### config.mk
export PLATFORM = sky130hd
export DESIGN_NAME = cpu_status_flags_bank_select
export DESIGN_NICKNAME = d
export VERILOG_FILES = /design/src/status_pkg.sv /design/src/flag_update_if.sv /design/src/cpu_status_flags_bank_select.sv /design/src/flag_events.sv
export SDC_FILE = /design/constraint.sdc
export NUM_CORES = 1
export LEC_CHECK = 0
export BUFFER_PORTS_ARGS = -buffer_cell sky130_fd_sc_hd__buf_2
export CAP_MARGIN = 10
export CORE_MARGIN = 3
export CORE_UTILIZATION = 44
export CTS_CLUSTER_DIAMETER = 200
export DETAILED_ROUTE_END_ITERATION = 10
export PLACE_DENSITY = 0.8
export REMOVE_ABC_BUFFERS = 1
export SYNTH_ARGS = -nofsm -noshare
export SYNTH_HDL_FRONTEND = slang
export SYNTH_SLANG_ARGS = --single-unit
### constraint.sdc
create_clock -name aclk -period 1.75 [get_ports aclk]
set_clock_uncertainty 0.2 [all_clocks]
set_input_delay 0.175 -clock aclk [delete_from_list [all_inputs] [get_ports aclk]]
set_output_delay 0.175 -clock aclk [all_outputs]
set_load 0.02 [all_outputs]
### src/status_pkg.sv
// Package for the processor status flag register block.
// Assumes an AXI4-Lite slave with 32-bit data and one clock.
package status_pkg;
    // =========================================================
    // Register byte offsets
    localparam logic [3:0] status_off    = 4'h0;
    localparam logic [3:0] pwr_ctl_off   = 4'h4;
    localparam logic [3:0] irq_stat_off  = 4'h8;
    localparam logic [3:0] irq_mask_off  = 4'hC;
    // =========================================================
    // Status register field positions
    localparam int indirect_bank_pos  = 7;
    localparam int bank_sel_hi_pos    = 6;
    localparam int bank_sel_lo_pos    = 5;
    localparam int timeout_pos        = 4;
    localparam int power_down_pos     = 3;
    localparam int zero_pos           = 2;
    localparam int digit_carry_pos    = 1;
    localparam int carry_pos          = 0;
    // Power control status fields
    localparam int parity_ok_pos      = 2;
    localparam int por_ok_pos         = 1;
    localparam int bor_ok_pos         = 0;
    // =========================================================
    // Reset values and sizes
    localparam logic [7:0] status_rst   = 8'h18;
    localparam logic [2:0] pwr_ctl_rst  = 3'h4;
    localparam logic [3:0] irq_rst      = 4'h0;
    localparam logic [8:0] bank_span    = 9'h080;
    // Interrupt event bits
    localparam int ev_timeout  = 0;
    localparam int ev_sleep    = 1;
    localparam int ev_clear_watchdog = 2;
    localparam int ev_zero     = 3;
    localparam logic [1:0] resp_okay   = 2'h0;
    localparam logic [1:0] resp_slverr = 2'h2;
endpackage

### src/flag_update_if.sv
// Interface carrying flag-update events into the status register.
// Assumes all signals are single-cycle pulses on aclk.
`timescale 1ns/1ps
interface flag_update_if;
    logic       watchdog_expire;       // Watchdog timer expiry pulse
    logic       clear_watchdog_instr;  // Clear-watchdog instruction pulse
    logic       sleep;                 // Sleep instruction pulse
    logic       alu_valid;             // Arithmetic result valid
    logic       alu_zero;              // Result equals zero
    logic       alu_digit_carry;       // Digit carry from ALU
    logic       alu_c;                 // Carry from ALU
    logic [3:0] events;                // Event pulses for interrupt status
    modport src (output watchdog_expire, clear_watchdog_instr, sleep, alu_valid,
                 alu_zero, alu_digit_carry, alu_c, input events);
    modport dst (input watchdog_expire, clear_watchdog_instr, sleep, alu_valid,
                 alu_zero, alu_digit_carry, alu_c, output events);
endinterface // flag_update_if

### src/cpu_status_flags_bank_select.sv
// Processor status register with bank select, reset-cause and ALU flags.
// Assumes an AXI4-Lite master and synchronous core strobes on aclk.
//
// Decided for this implementation: the AXI4-Lite interface to the registers and the register offsets.
`timescale 1ns/1ps
module cpu_status_flags_bank_select
    import status_pkg::*;
(
    // Clock and reset
    input  wire logic        aclk,
    input  wire logic        aresetn,
    // AXI4-Lite write address, data and response
    input  wire logic [3:0]  s_axi_awaddr,
    input  wire logic        s_axi_awvalid,
    output logic             s_axi_awready,
    input  wire logic [31:0] s_axi_wdata,
    input  wire logic [3:0]  s_axi_wstrb,
    input  wire logic        s_axi_wvalid,
    output logic             s_axi_wready,
    output logic [1:0]       s_axi_bresp,
    output logic             s_axi_bvalid,
    input  wire logic        s_axi_bready,
    // AXI4-Lite read
    input  wire logic [3:0]  s_axi_araddr,
    input  wire logic        s_axi_arvalid,
    output logic             s_axi_arready,
    output logic [31:0]      s_axi_rdata,
    output logic [1:0]       s_axi_rresp,
    output logic             s_axi_rvalid,
    input  wire logic        s_axi_rready,
    // Core event strobes
    input  wire logic        watchdog_expire,
    input  wire logic        clear_watchdog_instr,
    input  wire logic        sleep,
    input  wire logic        alu_valid,
    input  wire logic [7:0]  alu_result,
    input  wire logic        alu_digit_carry,
    input  wire logic        alu_c,
    // Addressing, status and interrupt outputs
    output logic [8:0]       direct_bank_base,
    output logic             indirect_upper,
    output logic [7:0]       status_out,
    output logic             irq
);
    // =========================================================
    // Internal state
    logic [7:0]  status_q;      // Status register
    logic [2:0]  pwr_q;         // Power control status bits
    logic [3:0]  irq_stat_q;    // Sticky event bits
    logic [3:0]  irq_mask_q;    // Interrupt enables
    logic [3:0]  aw_q;          // Latched write address
    logic        aw_have_q;     // Write address held
    logic [31:0] w_q;           // Latched write data
    logic [3:0]  ws_q;          // Latched strobes
    logic        w_have_q;      // Write data held
    logic        wr_go;         // Write commits this cycle
    logic        wr_ok;         // Write address mapped
    logic        wr_lane0;      // Low byte written
    logic [3:0]  events;        // Event pulses

    flag_update_if fu ();
    assign fu.watchdog_expire      = watchdog_expire;
    assign fu.clear_watchdog_instr = clear_watchdog_instr;
    assign fu.sleep                = sleep;
    assign fu.alu_valid            = alu_valid;
    assign fu.alu_zero             = (alu_result == 8'h00);
    assign fu.alu_digit_carry      = alu_digit_carry;
    assign fu.alu_c                = alu_c;
    assign events                  = fu.events;

    // Event collector
    flag_events u_events (
        .fu (fu)
    );

    // =========================================================
    // Write channel capture
    assign s_axi_awready = !aw_have_q && !s_axi_bvalid;
    assign s_axi_wready  = !w_have_q && !s_axi_bvalid;
    assign wr_go    = aw_have_q && w_have_q && !s_axi_bvalid;
    assign wr_ok    = (aw_q == status_off) || (aw_q == pwr_ctl_off)
                   || (aw_q == irq_stat_off) || (aw_q == irq_mask_off);
    assign wr_lane0 = wr_go && ws_q[0];

    // Address and data latches
    always_ff @(posedge aclk)
    begin
        if (!aresetn)
        begin
            aw_have_q <= 1'b0;
            w_have_q  <= 1'b0;
            aw_q      <= 4'h0;
            w_q       <= 32'h0000_0000;
            ws_q      <= 4'h0;
        end
        else
        begin
            if (s_axi_awvalid && s_axi_awready)
            begin
                aw_have_q <= 1'b1;
                aw_q      <= s_axi_awaddr;
            end
            else if (wr_go)
                aw_have_q <= 1'b0;
            if (s_axi_wvalid && s_axi_wready)
            begin
                w_have_q <= 1'b1;
                w_q      <= s_axi_wdata;
                ws_q     <= s_axi_wstrb;
            end
            else if (wr_go)
                w_have_q <= 1'b0;
        end
    end

    // Write response
    always_ff @(posedge aclk)
    begin
        if (!aresetn)
        begin
            s_axi_bvalid <= 1'b0;
            s_axi_bresp  <= resp_okay;
        end
        else if (wr_go)
        begin
            s_axi_bvalid <= 1'b1;
            s_axi_bresp  <= wr_ok ? resp_okay : resp_slverr;
        end
        else if (s_axi_bready)
            s_axi_bvalid <= 1'b0;
    end

    // =========================================================
    // Status register: bank bits software, reset-cause bits hardware
    always_ff @(posedge aclk)
    begin
        if (!aresetn)
            status_q <= status_rst;  // Flags set at power-up
        else
        begin
            // Software writes bank and ALU bits; flag bits are read-only
            if (wr_lane0 && aw_q == status_off)
            begin
                status_q[indirect_bank_pos] <= w_q[indirect_bank_pos];
                status_q[bank_sel_hi_pos]   <= w_q[bank_sel_hi_pos];
                status_q[bank_sel_lo_pos]   <= w_q[bank_sel_lo_pos];
                status_q[zero_pos]          <= w_q[zero_pos];
                status_q[digit_carry_pos]   <= w_q[digit_carry_pos];
                status_q[carry_pos]         <= w_q[carry_pos];
            end
            // ALU update outranks a software write
            if (alu_valid)
            begin
                status_q[zero_pos]        <= fu.alu_zero;
                status_q[digit_carry_pos] <= alu_digit_carry;
                status_q[carry_pos]       <= alu_c;
            end
            // Timeout flag
            if (clear_watchdog_instr || sleep)
                status_q[timeout_pos] <= 1'b1;
            else if (watchdog_expire)
                status_q[timeout_pos] <= 1'b0;
            // Power-down flag
            if (clear_watchdog_instr)
                status_q[power_down_pos] <= 1'b1;
            else if (sleep)
                status_q[power_down_pos] <= 1'b0;
        end
    end

    // Power control status bits, loaded with pwr_ctl_rst (bit 2 set) at power-up, written by software
    always_ff @(posedge aclk)
    begin
        if (!aresetn)
            pwr_q <= pwr_ctl_rst;
        else if (wr_lane0 && aw_q == pwr_ctl_off)
            pwr_q <= w_q[2:0];
    end

    // =========================================================
    // Interrupt status and mask; set wins over write-one-clear
    always_ff @(posedge aclk)
    begin
        if (!aresetn)
            irq_stat_q <= irq_rst;
        else if (wr_lane0 && aw_q == irq_stat_off)
            irq_stat_q <= (irq_stat_q & ~w_q[3:0]) | events;
        else
            irq_stat_q <= irq_stat_q | events;
    end

    // Mask register
    always_ff @(posedge aclk)
    begin
        if (!aresetn)
            irq_mask_q <= irq_rst;
        else if (wr_lane0 && aw_q == irq_mask_off)
            irq_mask_q <= w_q[3:0];
    end

    assign irq = |(irq_stat_q & irq_mask_q);

    // =========================================================
    // Read channel, one-cycle answer
    assign s_axi_arready = !s_axi_rvalid;

    always_ff @(posedge aclk)
    begin
        if (!aresetn)
        begin
            s_axi_rvalid <= 1'b0;
            s_axi_rdata  <= 32'h0000_0000;
            s_axi_rresp  <= resp_okay;
        end
        else if (s_axi_arvalid && s_axi_arready)
        begin
            s_axi_rvalid <= 1'b1;
            s_axi_rresp  <= resp_okay;
            unique case (s_axi_araddr)
                status_off:   s_axi_rdata <= {24'h000000, status_q};
                // Reset-cause bits side by side
                pwr_ctl_off:  s_axi_rdata <= {24'h000000, status_q[timeout_pos],
                                              status_q[power_down_pos], 3'h0, pwr_q};
                irq_stat_off: s_axi_rdata <= {28'h0000000, irq_stat_q};
                irq_mask_off: s_axi_rdata <= {28'h0000000, irq_mask_q};
                default:
                begin
                    s_axi_rdata <= 32'h0000_0000;
                    s_axi_rresp <= resp_slverr;
                end
            endcase
        end
        else if (s_axi_rready)
            s_axi_rvalid <= 1'b0;
    end

    // =========================================================
    // Bank decode outputs
    assign direct_bank_base = status_q[bank_sel_hi_pos] ?
        (status_q[bank_sel_lo_pos] ? 9'(3 * bank_span) : 9'(2 * bank_span)) :
        (status_q[bank_sel_lo_pos] ? bank_span : 9'h000);
    assign indirect_upper   = status_q[indirect_bank_pos];
    assign status_out       = status_q;
endmodule // cpu_status_flags_bank_select

### src/flag_events.sv
// Event collector: turns instruction and ALU strobes into event pulses.
// Assumes inputs are synchronous to aclk.
`timescale 1ns/1ps
module flag_events
    import status_pkg::*;
(
    // Event bundle
    flag_update_if.dst fu
);
    // =========================================================
    // Event vector for interrupt status
    always_comb
    begin
        fu.events               = '0;
        fu.events[ev_timeout]        = fu.watchdog_expire;
        fu.events[ev_sleep]          = fu.sleep;
        fu.events[ev_clear_watchdog] = fu.clear_watchdog_instr;
        fu.events[ev_zero]      = fu.alu_valid & fu.alu_zero;
    end
endmodule // flag_events

==> results of run 1 <==
[kinds of logic after synthesis]
family	count (synthesis)	share of synthesized area, %
AO/OA/AOI/OAI	46	12.7
buffers and inverters	53	15.6
flip-flops	45	41.5
multiplexers	21	10.4
other	1	0.173
AND/OR/NAND/NOR	78	19.6
[through the flow]
step	area [µm²]	cells	setup WS (ns)
floorplan	1990	232	0.208
global placement	2430	367	0.191
detailed placement	2430	367	0.179
CTS	2760	398	0.0670
global route	2760	398	0.0349
finish	2760	398	0.0576
[registers in the layout, summed over array words and instances, names as in the netlist]
name and count:
irq_stat_q 4, s_axi_rvalid 1, s_axi_bvalid 1, s_axi_rdata 8
status_out 8, w_have_q 1, ws_q 1, s_axi_rresp 1
aw_have_q 1, aw_q 4, irq_mask_q 4, pwr_q 3
s_axi_bresp 1, w_q 7
[worst paths after layout]
kind                                      startpoint             end  slack, ns  depth (start not counted)
worst max-delay path                           sleep   status_out[4]       0.06                          4
worst min-delay path            clear_watchdog_instr   irq_stat_q[2]      0.003                          3
worst max register to register               aw_q[0]        pwr_q[2]       0.17                          4
worst min register to register        s_axi_rdata[5]  s_axi_rdata[5]       0.25                          2
[cell type report]
cell class / instances / share of cell area, %
Sequential cell: 45 / 32.7
Multi-Input combinational cell: 178 / 38.1
Inverter: 9 / 1.23
Clock inverter: 3 / 0.817
Clock buffer: 5 / 2.50
Timing Repair Buffer: 93 / 21.7
Tap cell: 65 / 2.95
[cells in the mapped netlist (all sizes together), types with 2 or more instances]
| library cell | n |
|---|---|
| dfxtp | 45 |
| buf | 42 |
| nor2 | 28 |
| nand2 | 24 |
| a21oi | 22 |
| mux2i | 17 |
| inv | 9 |
| o21ai | 9 |
| a22oi | 4 |
| nor3 | 4 |
| a31oi | 3 |
| mux2 | 3 |
| nand2b | 3 |
| nor4 | 3 |
| and3 | 2 |
| clkbuf | 2 |
| nand3 | 2 |
| nand4 | 2 |
| nor2b | 2 |
| o221ai | 2 |
[worst min-delay path, stage by stage]
cell and delay (ns):
buf_2 0.10, o21ai_0 0.07, a31oi_1 0.13
[metal layers]
layer  track usage (%)  up-vias  part of all wire [%]
li1                  -      948                     -
met4              6.52        0                   1.4
met1              19.6      828                    44
met5                 0        -                     0
met3              4.26        7                   6.8
met2              27.7       71                    48
[power breakdown]
group	internal (mW)	leakage [nW]	switching [mW]
Clock	0.283	0.0481	0.364
Combinational	0.148	0.918	0.216
Sequential	1.07	0.368	0.0396
Total	1.50	1.33	0.619
[timing repair]
action / 4_1_cts / 5_1_grt
hold endpoints to repair: 25 / 0
hold buffers: 23 / 0
buffers inserted: 0 / 0
==> impl_metrics.tcl, run 1 <==
set metrics [dict create \
    root_buffer "clkbuf_8" \
    layout-drive-gt1-share_pct 27.3 \
    synth-seq-area-share_pct 41.5 \
    fin_nets 397 \
    grt_max_degree 25 \
    drc 0 \
    hold_viol 0 \
    p_leak_nw 1.33 \
    viasPerCell 4.66 \
    grt_pass1_vias 1709 \
    path_common_cell "dlygate4sd3_1" \
    die_w_um 76.2 \
    final-max-slew-violation-count 0 \
    grt_setup_unrepaired "false" \
    grt_pass1_wl_um 7840 \
    worst_hold_slack_ns 0.00313 \
    cts_made_buffers 5 \
    tritoncts "yes" \
    grt_overflow 0 \
    seqCellArea_um2 901 \
    p_total_mw 2.12 \
    ctsLongestPathBuffers 2 \
    num_rows 24 \
    cp.buffers_inverters 3 \
    yosys_warnings 0 \
    setup_viol 0 \
    pin_count 125 \
    synth.distinct_cells 41 \
    crit_path_start_kind "primary input" \
    hold_path_class "primary input to flip-flop" \
    drt-initial-drc-count 101 \
    crit_path_end_kind "flip-flop" \
    synth_edf_count 0 \
    wl_um 4740 \
    grt_antenna_before_repair 0 \
    min_period_ns 1.69 \
    antenna_left 0 \
    initial_core_util_pct 47.5 \
    criticalPathCategory "primary input to flip-flop" \
    cp_max_fo 3 \
    cts_resized 0 \
    postSynth.asyncResetShare_pct 0 \
    syn_area_um2 2170 \
    cts.sinks 45 \
    critical-path-top-delay-family "buffers and inverters" \
    io_buffers 63 \
    area_growth_syn_to_layout_pct 27.0 \
    cp_cell_sequence "dlygate4sd3_1 > buf_2 > a2111o_1 > dlygate4sd3_1" \
    multi_input_area_um2 1050 \
    synth_top_area_share_pct 41.5 \
    layout_commonest_cell "buf_2" \
    arrival_ns 1.69 \
    irDropWorstVdd_uv 625 \
    fin_util_pct 60.4 \
    h-tree-depth 2 \
    dpl.hpwl_um 3570 \
    antenna_cells 0 \
    coreArea_um2 4560 \
    vias 1854 \
    layout_common_cells "buf_2 (63), dfxtp_1 (45), conb_1 (33), nor2_1 (28), nand2_1 (24)" \
    slowest_stage "dlygate4sd3_1" \
    yosys_register_bits 45 \
    grtUsageTotal_pct 16.3 \
    synthFlopType "dfxtp_1" \
    syn_avg_cell_area_um2 8.89 \
    cap_violations 0 \
    finalSetupTns_ns 0 \
    cp.required_ns 1.75 \
    gp_congestion 0.837 \
    yosysTopAreaCell "dfxtp_1" \
    drt_pre_antenna_iters 4 \
    syn_inst 244 \
    die_area_um2 5810 \
    cts.clk_slew.worst_paths_ns 0.09 \
    die_height_um 76.2 \
    yosys-top-cells-area "dfxtp_1 (42%), buf_4 (12%), mux2i_1 (7.8%), a21oi_1 (5.1%), nor2_1 (4.8%)" \
    period_share_pct 96.7 \
    outcome "finished, final reports clean" \
    slowest_delay_ns 0.56 \
    max_freq_mhz 591 \
    powerDensity_nw_per_um2 768 \
    wl_per_cell_um 11.9 \
    nFillCells 437 \
    worst_skew_pair.late_latency_ns 0.30 \
]
(Power assumes the default switching activity.)
==> inputs of run 2 (changes only) <==
--- a/config.mk
+++ b/config.mk
@@ -8,10 +8,10 @@
 export BUFFER_PORTS_ARGS = -buffer_cell sky130_fd_sc_hd__buf_2
 export CAP_MARGIN = 10
 export CORE_MARGIN = 3
-export CORE_UTILIZATION = 44
+export CORE_UTILIZATION = 35
 export CTS_CLUSTER_DIAMETER = 200
 export DETAILED_ROUTE_END_ITERATION = 10
-export PLACE_DENSITY = 0.8
+export PLACE_DENSITY = 0.66
 export REMOVE_ABC_BUFFERS = 1
 export SYNTH_ARGS = -nofsm -noshare
 export SYNTH_HDL_FRONTEND = slang
==> impl_metrics.tcl, run 2 (synthesis gave the netlist of run 1 again) <==
set metrics [dict create \
    period_share_pct 95.9 \
    wl_per_cell_um 12.1 \
    cp.buffers_inverters 3 \
    layout_commonest_cell "buf_2" \
    min_period_ns 1.68 \
    final_cells 407 \
    drt-initial-drc-count 68 \
    outcome "finished, final reports clean" \
    setup_viol 0 \
    slowest_delay_ns 0.56 \
    placedCellCount 375 \
    finalWorstSetupSlack_ns 0.0715 \
    tritoncts "yes" \
    cts.sinks 45 \
    slowest_stage "dlygate4sd3_1" \
    p_leak_nw 1.32 \
    dpl.hpwl_um 3700 \
    final-max-slew-violation-count 0 \
    cp.required_ns 1.75 \
    antenna_cells 0 \
    gp_congestion 0.805 \
    hold_path_startpoint "clear_watchdog_instr" \
    r2r-end "pwr_q[0]" \
    drt_pre_antenna_iters 4 \
    cts.clk_slew.worst_paths_ns 0.09 \
    viasPerCell 4.57 \
    root_buffer "clkbuf_8" \
    io_buffers 63 \
    fin_util_pct 46.4 \
    reg2reg_slack_ns 0.13 \
    crit_path_start_kind "primary input" \
    antenna_left 0 \
    vias 1859 \
    fin_nets 396 \
    drc 0 \
    num_rows 28 \
    grt_max_degree 27 \
    grt_pass1_wl_um 8290 \
    layout-drive-gt1-share_pct 27.1 \
    arrival_ns 1.67 \
    grt_overflow 0 \
    die_w_um 84.7 \
    grt_pass1_vias 1858 \
    critical-path-top-delay-family "buffers and inverters" \
    ff2ff_path_depth 4 \
    worst_skew_pair.late_latency_ns 0.30 \
    coreArea_um2 5960 \
    criticalPathCategory "primary input to flip-flop" \
    min_path_cells 3 \
    cts_made_buffers 5 \
    cp_max_fo 3 \
    nFillCells 637 \
    die_area_um2 7180 \
    cp_cell_sequence "dlygate4sd3_1 > buf_2 > a2111o_1 > dlygate4sd3_1" \
    powerDensity_nw_per_um2 758 \
    hold_path_class "primary input to flip-flop" \
    irDropWorstVdd_uv 284 \
    worstReg2RegStart "aw_q[0]" \
    crit_path_end_kind "flip-flop" \
    die_height_um 84.7 \
    p_total_mw 2.09 \
    ctsLongestPathBuffers 2 \
    grt_antenna_before_repair 0 \
    max_freq_mhz 596 \
    path_common_cell "dlygate4sd3_1" \
    finalSetupTns_ns 0 \
    holdPathEnd "irq_stat_q[2]" \
    area_growth_syn_to_layout_pct 27.3 \
    hold_viol 0 \
    initial_core_util_pct 36.4 \
    dp_slack_ns 0.130 \
    wl_um 4920 \
    layout_common_cells "buf_2 (63), dfxtp_1 (45), conb_1 (33), nor2_1 (28)" \
    grt_setup_unrepaired "false" \
    grtUsageTotal_pct 14.3 \
    cap_violations 0 \
    h-tree-depth 2 \
    pin_count 125 \
]
## run 2: worst max-delay path by stage
stage / startpoint / endpoint / slack [ns] / cells past startpoint
after floorplan: s_axi_bvalid / w_q[0] / 0.21 / 4
after global placement: aw_have_q / irq_mask_q[2] / 0.16 / 4
after detailed placement: aw_have_q / irq_mask_q[1] / 0.13 / 4
after CTS: sleep / status_out[4] / 0.08 / 4
after global routing: aw_have_q / irq_mask_q[0] / 0.03 / 4
final: sleep / status_out[4] / 0.07 / 4
## run 2: worst reg2reg max path: cells and delay by family (launching register included)
family / cells / cell delay (ns)
flops: 1 / 0.36
mux: 1 / 0.23
simple gates: 3 / 0.70
## run 2: layer usage
metal	part of all wire, %	vias to the layer above	GRT usage, %
met3	6.9	4	4.02
met5	0	-	0
met1	44	852	17.2
met2	48	58	24.7
met4	1.0	0	4.17
li1	-	945	-
## run 2: where the power goes
group / internal, mW / total, mW / leakage (nW) / switching [mW]
combinational: 0.144 / 0.358 / 0.913 / 0.214
clock: 0.276 / 0.626 / 0.0439 / 0.350
sequential: 1.07 / 1.11 / 0.368 / 0.0427
## run 2: timing repair
| item | in CTS | in global routing |
|---|---|---|
| endpoints found under the hold margin | 24 | 0 |
| setup buffers | 0 | 0 |
| hold buffers | 24 | 0 |
| resized for setup | 0 | 2 |
| setup endpoints to repair | 0 | 1 |
## run 2: metrics by stage
stage	instance area [µm²]	hold WS (ns)
after floorplan	1990	0.0369
after global placement	2430	0.186
after detailed placement	2430	0.200
after CTS	2760	0.0113
after global routing	2760	0.0329
final	2760	0.0169
## run 2: layout make-up
| cell class | instances | area, µm² | area share, % |
|---|---|---|---|
| Inverter | 9 | 33.8 | 1.22 |
| Sequential cell | 45 | 901 | 32.6 |
| Clock inverter | 3 | 17.5 | 0.634 |
| Multi-Input combinational cell | 178 | 1050 | 38.2 |
| Clock buffer | 5 | 68.8 | 2.49 |
| Tap cell | 75 | 93.8 | 3.40 |
| Timing Repair Buffer | 92 | 593 | 21.5 |
